## config.mk

```make
export PLATFORM = sky130hd
export DESIGN_NAME = cbls_exec
export DESIGN_NICKNAME = d
export VERILOG_FILES = /design/src/core/cbls_pkg.sv /design/src/core/cbls_exec.sv /design/src/core/cbls_regfile.sv
export VERILOG_INCLUDE_DIRS = /design/src /design/src/core
export SDC_FILE = /design/constraint.sdc
export NUM_CORES = 1
export LEC_CHECK = 0
export BUFFER_PORTS_ARGS = -buffer_cell sky130_fd_sc_hd__buf_2
export CELL_PAD_IN_SITES_DETAIL_PLACEMENT = 0
export CELL_PAD_IN_SITES_GLOBAL_PLACEMENT = 1
export CORE_AREA = 2 2 254 256
export CTS_CLUSTER_DIAMETER = 80
export CTS_CLUSTER_SIZE = 16
export DETAILED_ROUTE_END_ITERATION = 8
export DIE_AREA = 0 0 256 258
export PLACE_DENSITY = 0.65
export SYNTH_ARGS = -nofsm -noshare
export SYNTH_HDL_FRONTEND = slang
export SYNTH_SLANG_ARGS = --single-unit
```

## constraint.sdc

```tcl
create_clock -name clk -period 13.93 [get_ports clk]
set_input_delay 1.393 -clock clk [delete_from_list [all_inputs] [get_ports clk]]
set_output_delay 1.393 -clock clk [all_outputs]
set_load 0.03 [all_outputs]
```

## src/core/cbls_defs.svh

```systemverilog
// Purpose: Constants for the branch and load/store execution block.
// Assumes: Included by the package and by every design file that needs it.
// Notes: Status bit positions, pointer bases and reset values live here.
//
// Functional notes
// - Signed ge branch taken when N xor V is zero; 1/2 cycles.
// - Signed less-than branch taken when N xor V is one; no flag change.
// - Non-negative branch taken only when N is zero; relative target.
// - Half-carry branches taken on H set or clear; 1/2 cycles.
// - Transfer-bit branches taken on T set or clear; no flag change.
// - Interrupt-enable branches taken on I set or clear; 1/2 cycles.
// - Taken branch loads PC plus signed offset plus one, else PC plus one.
// - Register copy moves source to destination in one cycle, no flags.
// - Post-increment load reads at pointer, then steps it; two cycles.
// - Pre-decrement load lowers pointer, reads at new address; two cycles.
// - Offset load reads at Y or Z plus displacement, pointer unchanged.
// - Absolute load reads embedded address into destination in two cycles.
// - Post-increment store writes at pointer, then pointer plus one.
// - Pre-decrement store lowers pointer, then writes at new address.
`ifndef CBLS_DEFS_SVH
`define CBLS_DEFS_SVH

// Status register bit positions.
`define CBLS_SR_I 7
`define CBLS_SR_T 6
`define CBLS_SR_H 5
`define CBLS_SR_V 3
`define CBLS_SR_N 2

// Low-byte register index of each pointer pair.
`define CBLS_PTR_X_BASE 5'h1a
`define CBLS_PTR_Y_BASE 5'h1c
`define CBLS_PTR_Z_BASE 5'h1e

// Reset values.
`define CBLS_PC_RST 16'h0000
`define CBLS_REG_RST 8'h00

// Register file shape and read port roles.
`define CBLS_NREG 32
`define CBLS_NRD 4
`define CBLS_RP_SRC 0
`define CBLS_RP_PLO 1
`define CBLS_RP_PHI 2
`define CBLS_RP_DBG 3

`endif

```

## src/core/cbls_pkg.sv

```systemverilog
// Purpose: Types shared by the branch and load/store execution block.
// Assumes: Constants come from the defs header.
// Notes: The decoder hands one cbls_req_s per instruction.
`include "cbls_defs.svh"

package cbls_pkg;

  // Decoded operation.
  typedef enum logic [3:0] {
    CBLS_NOP = 4'h0,
    CBLS_BRANCH_SIGNED_GE = 4'h1,
    CBLS_BRANCH_SIGNED_LT = 4'h2,
    CBLS_BRANCH_NON_NEGATIVE = 4'h3,
    CBLS_BRANCH_HALF_CARRY_SET = 4'h4,
    CBLS_BRANCH_HALF_CARRY_CLEAR = 4'h5,
    CBLS_BRANCH_TRANSFER_BIT_SET = 4'h6,
    CBLS_BRANCH_TRANSFER_BIT_CLEAR = 4'h7,
    CBLS_BRANCH_IRQ_ENABLED = 4'h8,
    CBLS_BRANCH_IRQ_DISABLED = 4'h9,
    CBLS_REG_COPY = 4'ha,
    CBLS_INDIRECT_LOAD = 4'hb,
    CBLS_OFFSET_LOAD = 4'hc,
    CBLS_ABSOLUTE_LOAD = 4'hd,
    CBLS_INDIRECT_STORE = 4'he
  } cbls_op_e;

  // Pointer addressing mode.
  typedef enum logic [1:0] {
    CBLS_AM_PLAIN = 2'h0,
    CBLS_AM_POST_INC = 2'h1,
    CBLS_AM_PRE_DEC = 2'h2
  } cbls_am_e;

  // Pointer pair select.
  typedef enum logic [1:0] {
    CBLS_PTR_X = 2'h0,
    CBLS_PTR_Y = 2'h1,
    CBLS_PTR_Z = 2'h2
  } cbls_ptr_e;

  // One decoded instruction.
  typedef struct packed {
    cbls_op_e op;
    cbls_am_e mode;
    cbls_ptr_e ptr;
    logic [4:0] rd;
    logic [4:0] rr;
    logic [5:0] disp;
    logic [6:0] offset;
    logic [15:0] addr;
  } cbls_req_s;

  // Control states, one-hot.
  typedef enum logic [2:0] {
    CBLS_ST_IDLE = 3'b001,
    CBLS_ST_ADDR = 3'b010,
    CBLS_ST_WAIT = 3'b100
  } cbls_state_e;

endpackage : cbls_pkg

```

## src/core/cbls_exec.sv

```systemverilog
// Purpose: Executes conditional branches, register copy, loads and stores.
// Assumes: Decoder, status register and data memory share clk.
// Notes: Memory reads return data in the cycle the read strobe is high.
`timescale 1ns/1ps
`default_nettype none
`include "cbls_defs.svh"

module cbls_exec (
  // Clock and reset.
  input wire logic clk,
  input wire logic sys_rst,
  // Decoded instruction handshake.
  input wire logic req_valid,
  input wire cbls_pkg::cbls_req_s req,
  output logic req_ready,
  // Status register snapshot from the core.
  input wire logic [7:0] status_register,
  // Program counter.
  output logic [15:0] pc,
  // Data memory port.
  output logic [15:0] mem_addr,
  output logic [7:0] mem_wdata,
  output logic mem_we,
  output logic mem_re,
  input wire logic [7:0] mem_rdata,
  // Register observation port.
  input wire logic [4:0] dbg_addr,
  output logic [7:0] dbg_data
);

  cbls_pkg::cbls_state_e state_ff;
  cbls_pkg::cbls_state_e nxt_state;
  cbls_pkg::cbls_req_s cur_ff;
  cbls_pkg::cbls_req_s nxt_cur;
  logic [15:0] pc_ff;
  logic [15:0] nxt_pc;
  logic ready_ff;
  logic nxt_ready;
  logic [15:0] mem_addr_ff;
  logic [15:0] nxt_mem_addr;
  logic [7:0] mem_wdata_ff;
  logic [7:0] nxt_mem_wdata;
  logic mem_we_ff;
  logic nxt_mem_we;
  logic mem_re_ff;
  logic nxt_mem_re;
  logic [4:0] ld_rd_ff;
  logic [4:0] nxt_ld_rd;
  logic copy_pend_ff;
  logic nxt_copy_pend;
  logic [4:0] copy_rd_ff;
  logic [4:0] nxt_copy_rd;

  logic fire;
  logic taken;
  logic [4:0] req_base;
  logic [4:0] cur_base;
  logic [15:0] ptr_val;
  logic [15:0] ptr_step;
  logic [15:0] eff_addr;
  logic [`CBLS_NRD-1:0][4:0] rf_raddr;
  logic [`CBLS_NRD-1:0][7:0] rf_rdata;
  logic wa_en;
  logic [4:0] wa_addr;
  logic [7:0] wa_data;
  logic wb_en;

  assign fire = req_valid && ready_ff;

  // Low-byte index of the pointer pair for the incoming and held request.
  always_comb begin
    unique case (req.ptr)
      cbls_pkg::CBLS_PTR_Y: req_base = `CBLS_PTR_Y_BASE;
      cbls_pkg::CBLS_PTR_Z: req_base = `CBLS_PTR_Z_BASE;
      default: req_base = `CBLS_PTR_X_BASE;
    endcase
    unique case (cur_ff.ptr)
      cbls_pkg::CBLS_PTR_Y: cur_base = `CBLS_PTR_Y_BASE;
      cbls_pkg::CBLS_PTR_Z: cur_base = `CBLS_PTR_Z_BASE;
      default: cur_base = `CBLS_PTR_X_BASE;
    endcase
  end

  // Branch condition from the status register; flags are only read.
  always_comb begin
    unique case (req.op)
      cbls_pkg::CBLS_BRANCH_SIGNED_GE:
        taken = ~(status_register[`CBLS_SR_N] ^ status_register[`CBLS_SR_V]);
      cbls_pkg::CBLS_BRANCH_SIGNED_LT:
        taken = status_register[`CBLS_SR_N] ^ status_register[`CBLS_SR_V];
      cbls_pkg::CBLS_BRANCH_NON_NEGATIVE:
        taken = ~status_register[`CBLS_SR_N];
      cbls_pkg::CBLS_BRANCH_HALF_CARRY_SET:
        taken = status_register[`CBLS_SR_H];
      cbls_pkg::CBLS_BRANCH_HALF_CARRY_CLEAR:
        taken = ~status_register[`CBLS_SR_H];
      cbls_pkg::CBLS_BRANCH_TRANSFER_BIT_SET:
        taken = status_register[`CBLS_SR_T];
      cbls_pkg::CBLS_BRANCH_TRANSFER_BIT_CLEAR:
        taken = ~status_register[`CBLS_SR_T];
      cbls_pkg::CBLS_BRANCH_IRQ_ENABLED:
        taken = status_register[`CBLS_SR_I];
      cbls_pkg::CBLS_BRANCH_IRQ_DISABLED:
        taken = ~status_register[`CBLS_SR_I];
      default: taken = 1'b0;
    endcase
  end

  // Pointer value and effective address for the held request.
  always_comb begin
    ptr_val = {rf_rdata[`CBLS_RP_PHI], rf_rdata[`CBLS_RP_PLO]};
    if (cur_ff.mode == cbls_pkg::CBLS_AM_PRE_DEC) begin
      ptr_step = ptr_val - 16'h0001;
    end else begin
      ptr_step = ptr_val + 16'h0001;
    end
    if (cur_ff.op == cbls_pkg::CBLS_OFFSET_LOAD) begin
      eff_addr = ptr_val + {10'h000, cur_ff.disp};
    end else if (cur_ff.mode == cbls_pkg::CBLS_AM_PRE_DEC) begin
      eff_addr = ptr_step;
    end else begin
      eff_addr = ptr_val;
    end
  end

  // Register file read addresses are taken from the incoming request, except the debug port, which uses dbg_addr.
  always_comb begin
    rf_raddr[`CBLS_RP_SRC] = req.rr;
    rf_raddr[`CBLS_RP_PLO] = req_base;
    rf_raddr[`CBLS_RP_PHI] = req_base | 5'h01;
    rf_raddr[`CBLS_RP_DBG] = dbg_addr;
  end

  // Byte and pair write requests into the register file.
  always_comb begin
    wa_en = 1'b0;
    wa_addr = copy_rd_ff;
    wa_data = rf_rdata[`CBLS_RP_SRC];
    if (mem_re_ff) begin
      wa_en = 1'b1;
      wa_addr = ld_rd_ff;
      wa_data = mem_rdata;
    end else if (copy_pend_ff) begin
      wa_en = 1'b1;
    end
    wb_en = (state_ff == cbls_pkg::CBLS_ST_ADDR) &&
            (cur_ff.op != cbls_pkg::CBLS_OFFSET_LOAD) &&
            (cur_ff.mode != cbls_pkg::CBLS_AM_PLAIN);
  end

  // Sequencing of each instruction.
  always_comb begin
    nxt_state = state_ff;
    nxt_cur = cur_ff;
    nxt_pc = pc_ff;
    nxt_mem_addr = mem_addr_ff;
    nxt_mem_wdata = mem_wdata_ff;
    nxt_mem_we = 1'b0;
    nxt_mem_re = 1'b0;
    nxt_ld_rd = ld_rd_ff;
    nxt_copy_pend = 1'b0;
    nxt_copy_rd = copy_rd_ff;
    unique case (state_ff)
      cbls_pkg::CBLS_ST_IDLE: begin
        if (fire) begin
          nxt_pc = pc_ff + 16'h0001;
          unique case (req.op)
            cbls_pkg::CBLS_REG_COPY: begin
              nxt_copy_pend = 1'b1;
              nxt_copy_rd = req.rd;
            end
            cbls_pkg::CBLS_ABSOLUTE_LOAD: begin
              nxt_mem_addr = req.addr;
              nxt_mem_re = 1'b1;
              nxt_ld_rd = req.rd;
              nxt_state = cbls_pkg::CBLS_ST_WAIT;
            end
            cbls_pkg::CBLS_INDIRECT_LOAD, cbls_pkg::CBLS_OFFSET_LOAD,
            cbls_pkg::CBLS_INDIRECT_STORE: begin
              nxt_cur = req;
              nxt_state = cbls_pkg::CBLS_ST_ADDR;
            end
            default: begin
              if (taken) begin
                nxt_pc = pc_ff + {{9{req.offset[6]}}, req.offset} + 16'h0001;
                nxt_state = cbls_pkg::CBLS_ST_WAIT;
              end
            end
          endcase
        end
      end
      cbls_pkg::CBLS_ST_ADDR: begin
        nxt_mem_addr = eff_addr;
        if (cur_ff.op == cbls_pkg::CBLS_INDIRECT_STORE) begin
          nxt_mem_we = 1'b1;
          nxt_mem_wdata = rf_rdata[`CBLS_RP_SRC];
        end else begin
          nxt_mem_re = 1'b1;
          nxt_ld_rd = cur_ff.rd;
        end
        nxt_state = cbls_pkg::CBLS_ST_IDLE;
      end
      cbls_pkg::CBLS_ST_WAIT: begin
        nxt_state = cbls_pkg::CBLS_ST_IDLE;
      end
      default: begin
        nxt_state = cbls_pkg::CBLS_ST_IDLE;
      end
    endcase
    nxt_ready = (nxt_state == cbls_pkg::CBLS_ST_IDLE);
  end

  // Control and output registers.
  always_ff @(posedge clk or posedge sys_rst) begin
    if (sys_rst) begin
      state_ff <= cbls_pkg::CBLS_ST_IDLE;
      cur_ff <= '0;
      pc_ff <= `CBLS_PC_RST;
      ready_ff <= 1'b0;
      mem_addr_ff <= 16'h0000;
      mem_wdata_ff <= 8'h00;
      mem_we_ff <= 1'b0;
      mem_re_ff <= 1'b0;
      ld_rd_ff <= 5'h00;
      copy_pend_ff <= 1'b0;
      copy_rd_ff <= 5'h00;
    end else begin
      state_ff <= nxt_state;
      cur_ff <= nxt_cur;
      pc_ff <= nxt_pc;
      ready_ff <= nxt_ready;
      mem_addr_ff <= nxt_mem_addr;
      mem_wdata_ff <= nxt_mem_wdata;
      mem_we_ff <= nxt_mem_we;
      mem_re_ff <= nxt_mem_re;
      ld_rd_ff <= nxt_ld_rd;
      copy_pend_ff <= nxt_copy_pend;
      copy_rd_ff <= nxt_copy_rd;
    end
  end

  // Working registers, including the three pointer pairs.
  cbls_regfile u_rf (
    .clk(clk),
    .sys_rst(sys_rst),
    .raddr(rf_raddr),
    .rdata(rf_rdata),
    .wa_en(wa_en),
    .wa_addr(wa_addr),
    .wa_data(wa_data),
    .wb_en(wb_en),
    .wb_addr(cur_base),
    .wb_data(ptr_step)
  );

  assign req_ready = ready_ff;
  assign pc = pc_ff;
  assign mem_addr = mem_addr_ff;
  assign mem_wdata = mem_wdata_ff;
  assign mem_we = mem_we_ff;
  assign mem_re = mem_re_ff;
  assign dbg_data = rf_rdata[`CBLS_RP_DBG];

endmodule : cbls_exec

`default_nettype wire

```

## src/core/cbls_regfile.sv

```systemverilog
// Purpose: 32 x 8 working register file with registered read ports.
// Assumes: One byte write port and one pair write port on the same clock.
// Notes: A read in the cycle of a write to the same entry sees the new data.
`timescale 1ns/1ps
`default_nettype none
`include "cbls_defs.svh"

module cbls_regfile (
  // Clock and reset.
  input wire logic clk,
  input wire logic sys_rst,
  // Read ports.
  input wire logic [`CBLS_NRD-1:0][4:0] raddr,
  output logic [`CBLS_NRD-1:0][7:0] rdata,
  // Byte write port, wins over the pair port.
  input wire logic wa_en,
  input wire logic [4:0] wa_addr,
  input wire logic [7:0] wa_data,
  // Pair write port, even index addresses the low byte.
  input wire logic wb_en,
  input wire logic [4:0] wb_addr,
  input wire logic [15:0] wb_data
);

  logic [`CBLS_NREG-1:0][7:0] mem_ff;
  logic [`CBLS_NREG-1:0][7:0] nxt_mem;
  logic [`CBLS_NRD-1:0][7:0] rdata_ff;
  logic [`CBLS_NRD-1:0][7:0] nxt_rdata;

  genvar gi;
  generate
    for (gi = 0; gi < `CBLS_NREG; gi = gi + 1) begin : g_ent
      // Next value of each entry from the two write ports.
      always_comb begin
        nxt_mem[gi] = mem_ff[gi];
        if (wa_en && (wa_addr == 5'(gi))) begin
          nxt_mem[gi] = wa_data;
        end else if (wb_en && (wb_addr == 5'(gi & 30))) begin
          nxt_mem[gi] = (gi % 2 == 1) ? wb_data[15:8] : wb_data[7:0];
        end
      end

      // Entry storage.
      always_ff @(posedge clk or posedge sys_rst) begin
        if (sys_rst) begin
          mem_ff[gi] <= `CBLS_REG_RST;
        end else begin
          mem_ff[gi] <= nxt_mem[gi];
        end
      end
    end

    for (gi = 0; gi < `CBLS_NRD; gi = gi + 1) begin : g_rd
      // Read with write-through so a same-cycle write is not missed.
      always_comb begin
        nxt_rdata[gi] = nxt_mem[raddr[gi]];
      end

      // Registered read data.
      always_ff @(posedge clk or posedge sys_rst) begin
        if (sys_rst) begin
          rdata_ff[gi] <= `CBLS_REG_RST;
        end else begin
          rdata_ff[gi] <= nxt_rdata[gi];
        end
      end
    end
  endgenerate

  assign rdata = rdata_ff;

endmodule : cbls_regfile

`default_nettype wire

```

==> flow_summary.yaml <==
clock_network:
  cts_made_buffers: 31
  h-tree-depth: 1
  max-clock-path-buffers: 3
  hold_buffers: 0
  cts_root_buf: "clkbuf_16"
  cts.clk_slew.worst_paths_ns: 0.08
  post-cts-setup-buffer-count: 0
  clkSinkCount: 364
  insertion_delay_ns: 0.62
  cts_tree: "yes"
  ctsResizeCount: 0
placement:
  port_buffers: 118
  place_congestion: 0.874
  post-place-ws_ns: 9.49
  dpl.hpwl_mm: 51.3
  dp.cells: 3144
  placed_cell_area_mm2: 0.0233
sta:
  clock.fmax_mhz: 219
  hold_ws_ns: 0.468
  rsz0062_at_grt: "no"
  fin_skew_ns: 0.0302
  relSlewSlack_pct: 18.2
  tightestPinTransition_ns: 1.20
  setup_ws_ns: 9.36
  slew_viol_final: 0
  period_needed_ns: 4.57
  hold_viol: 0
  setup_tns_ns: 0
  post-route-period-util_pct: 32.8
  setup_violations: 0
floorplan:
  initial_core_util_pct: 34.5
  rows: 93
  core_mm2: 0.0636
  fp.dieH_um: 258
  ios: 122
  die_w_um: 256
  die_area_mm2: 0.0660
global_route:
  antenna_found_initial: 3
  grt_max_degree: 171
  grt_use_total_pct: 22.4
  use_met3_pct: 3.18
  grt_pass1_vias: 18000
  grt_util_met2_pct: 35.7
  grt_pass1_wl_mm: 115
  busiest_layer: "met2"
  globalRouteOverflowTotal: 0
  grtUsageMet1_pct: 32.0
final_layout:
  instances_no_fill: 3197
  fin_area_mm2: 0.0243
  area_growth_pct: 10.6
  drive_gt1_share_pct: 17.3
  fin_nets: 2421
setup_path:
  crit_start: "cur_ff[42]"
  worstSetupEndpointType: "flop"
  crit_buf_inv: 0
  crit_type: "reg -> reg"
  timing.rr.start: "cur_ff[42]"
  start_kind: "flop"
  cp_max_fo: 13
  slowest_stage: "nor2b_1"
  cpPeakStageDelay_ns: 0.73
  required_ns: 14.40
  arrival_ns: 5.04
  crit_family: "simple AND/OR/NAND/NOR gates"
  crit_chain: "nor2b_1 -> xnor2_1 -> ha_1 -> nand4_1 -> or3_1 -> nand2_1 -> xnor2_1 -> a211o_1 -> mux4_2 -> nor2b_1 -> o31ai_1 -> o21ai_1"
power:
  ir_drop_mv: 0.0995
  powerDensity_mw_per_mm2: 148
  power.leakage_nw: 10.9
yosys:
  synth_nets: 2397
  synthAdderAreaFrac_pct: 1.67
  syn-cell-area_mm2: 0.0219
  yosysTopAreaCell: "dfrtp_1"
  synth_enable_flop_cells: 0
  synth_area_leaders: "dfrtp_1 41%, mux4_2 12%, nand2_1 4.9%"
  yosysMostFrequentCell: "dfrtp_1"
  netlist_instances: 2298
  seq_area_frac_synth_pct: 41.5
  synthXorXnorAreaFrac_pct: 1.52
  synth_ff_type: "dfrtp_1"
  synth_async_sr_flop_share_pct: 100
  synthDistinctLibCells: 81
  synth_common_cells: "363 x dfrtp_1, 285 x nand2_1, 197 x inv_1, 170 x o21ai_0, 157 x nor2_1"
  synth_compound_area_share_pct: 16.4
  synth.avg_cell_area_um2: 9.54
  yosys_warnings: 0
  muxShareOfSynthArea_pct: 17.8
  synth_top_family_by_area: "multiplexers"
  netlist.area_leader.share_pct: 41.4
  synthSimpleGateAreaFrac_pct: 14.1
  ys_seq_elements: 364
job:
  maxCapViolCount: 0
drt:
  post_drt_wl_per_cell_um: 23.4
  ant_nets: 0
  vias_per_cell: 5.73
  drt_wl_total_mm: 75.0
  drc_errors: 0
  vias: 18300
  drt_iter0_markers: 1748
  dr.pass1.iters: 9
worst_hold_path:
  min-delay-start: "pc[15]"
  hold_class: "reg -> reg"
outcome:
  status: "complete, no violations"
## sequential cells by signal, summed over array words and instances (netlist names)
signal and flops:
req_ready 1, pc 16, mem_addr 16, ld_rd_ff 5
u_rf.mem_ff 256, u_rf.rdata 32, mem_we 1, copy_rd_ff 5
mem_re 1, cur_ff 19, mem_wdata 8, copy_pend_ff 1
state_ff 3
## layout make-up
type                    instances  area, um2
diodes                          2       5.00
clock buffers                  39        836
clock inverters                12        135
fillers                      6346      39400
inverters                     198        751
multi-input cells            1559      11400
flip-flops and latches        364       9110
well taps                     855       1070
repair buffers                168        983
## metrics by stage
stage | utilization, % | power [W]
CTS | 38.1 | 0.00361
global route | 38.1 | 0.00381
detailed placement | 36.6 | 0.00272
finish | 38.1 | 0.00360
global placement | 36.6 | 0.00269
floorplan | - | 0.00234
## cells by family (layout without fill, tap and decap cells)
| group | Yosys count | count (layout) |
|---|---|---|
| flops | 364 | 364 |
| other cells | 0 | 2 |
| buf+inv | 375 | 417 |
| mux | 240 | 240 |
| compound gates | 576 | 576 |
| fa+ha+maj | 28 | 28 |
| xor+xnor | 38 | 38 |
| simple gates | 677 | 677 |
## report_power, final
| part | leakage [nW] | internal [W] | switching [W] |
|---|---|---|---|
| combinational | 5.85 | 0.000484 | 0.000794 |
| sequential | 4.55 | 0.00128 | 0.000162 |
| clock | 0.474 | 0.000448 | 0.000436 |
| total | 10.9 | 0.00221 | 0.00139 |
## worst register-to-register path, cell delays in order (launching register included)
cell,delay (ns)
dfrtp_1,0.47
nor2b_1,0.73
xnor2_1,0.20
ha_1,0.49
nand4_1,0.13
or3_1,0.42
nand2_1,0.11
xnor2_1,0.16
a211o_1,0.39
mux4_2,0.53
nor2b_1,0.16
o31ai_1,0.50
o21ai_1,0.14
## final timing paths
path                               endpoint  slack (ns)  cells after the start
hold reg to reg                      pc[15]        0.47                      1
hold / removal                       pc[15]        0.47                      1
max in group asynchronous  u_rf.mem_ff[222]       11.46                      3
min in group asynchronous             pc[5]        0.95                      2
setup reg to reg              u_rf.rdata[0]        9.36                     12
setup / recovery              u_rf.rdata[0]        9.36                     12
## routing by layer
layer  part of all wire, %  vias up  wire [um]
li1                      -     8332          -
met1                    45     9194      34100
met2                    45      706      34100
met3                   6.2       93       4680
met4                   2.8        2       2100
met5                0.0093        -          7
## placed cells by master (no fill, tap or decap), types with 17 or more instances in the layout
| cell type | n |
|---|---|
| nor2_1 | 156 |
| xnor2_1 | 24 |
| dfrtp_1 | 362 |
| or3_1 | 17 |
| a222oi_1 | 24 |
| mux2_2 | 46 |
| o21ai_1 | 33 |
| nand3_1 | 51 |
| buf_4 | 51 |
| a211oi_1 | 22 |
| o21ai_0 | 169 |
| nand2_1 | 285 |
| o22ai_1 | 46 |
| nand4_1 | 21 |
| mux2i_1 | 72 |
| nor3_1 | 37 |
| ha_1 | 26 |
| inv_1 | 196 |
| buf_2 | 116 |
| mux4_2 | 116 |
| a31oi_1 | 40 |
| clkbuf_16 | 31 |
| a21oi_1 | 118 |
No activity file was read; power rests on OpenSTA's default activity.
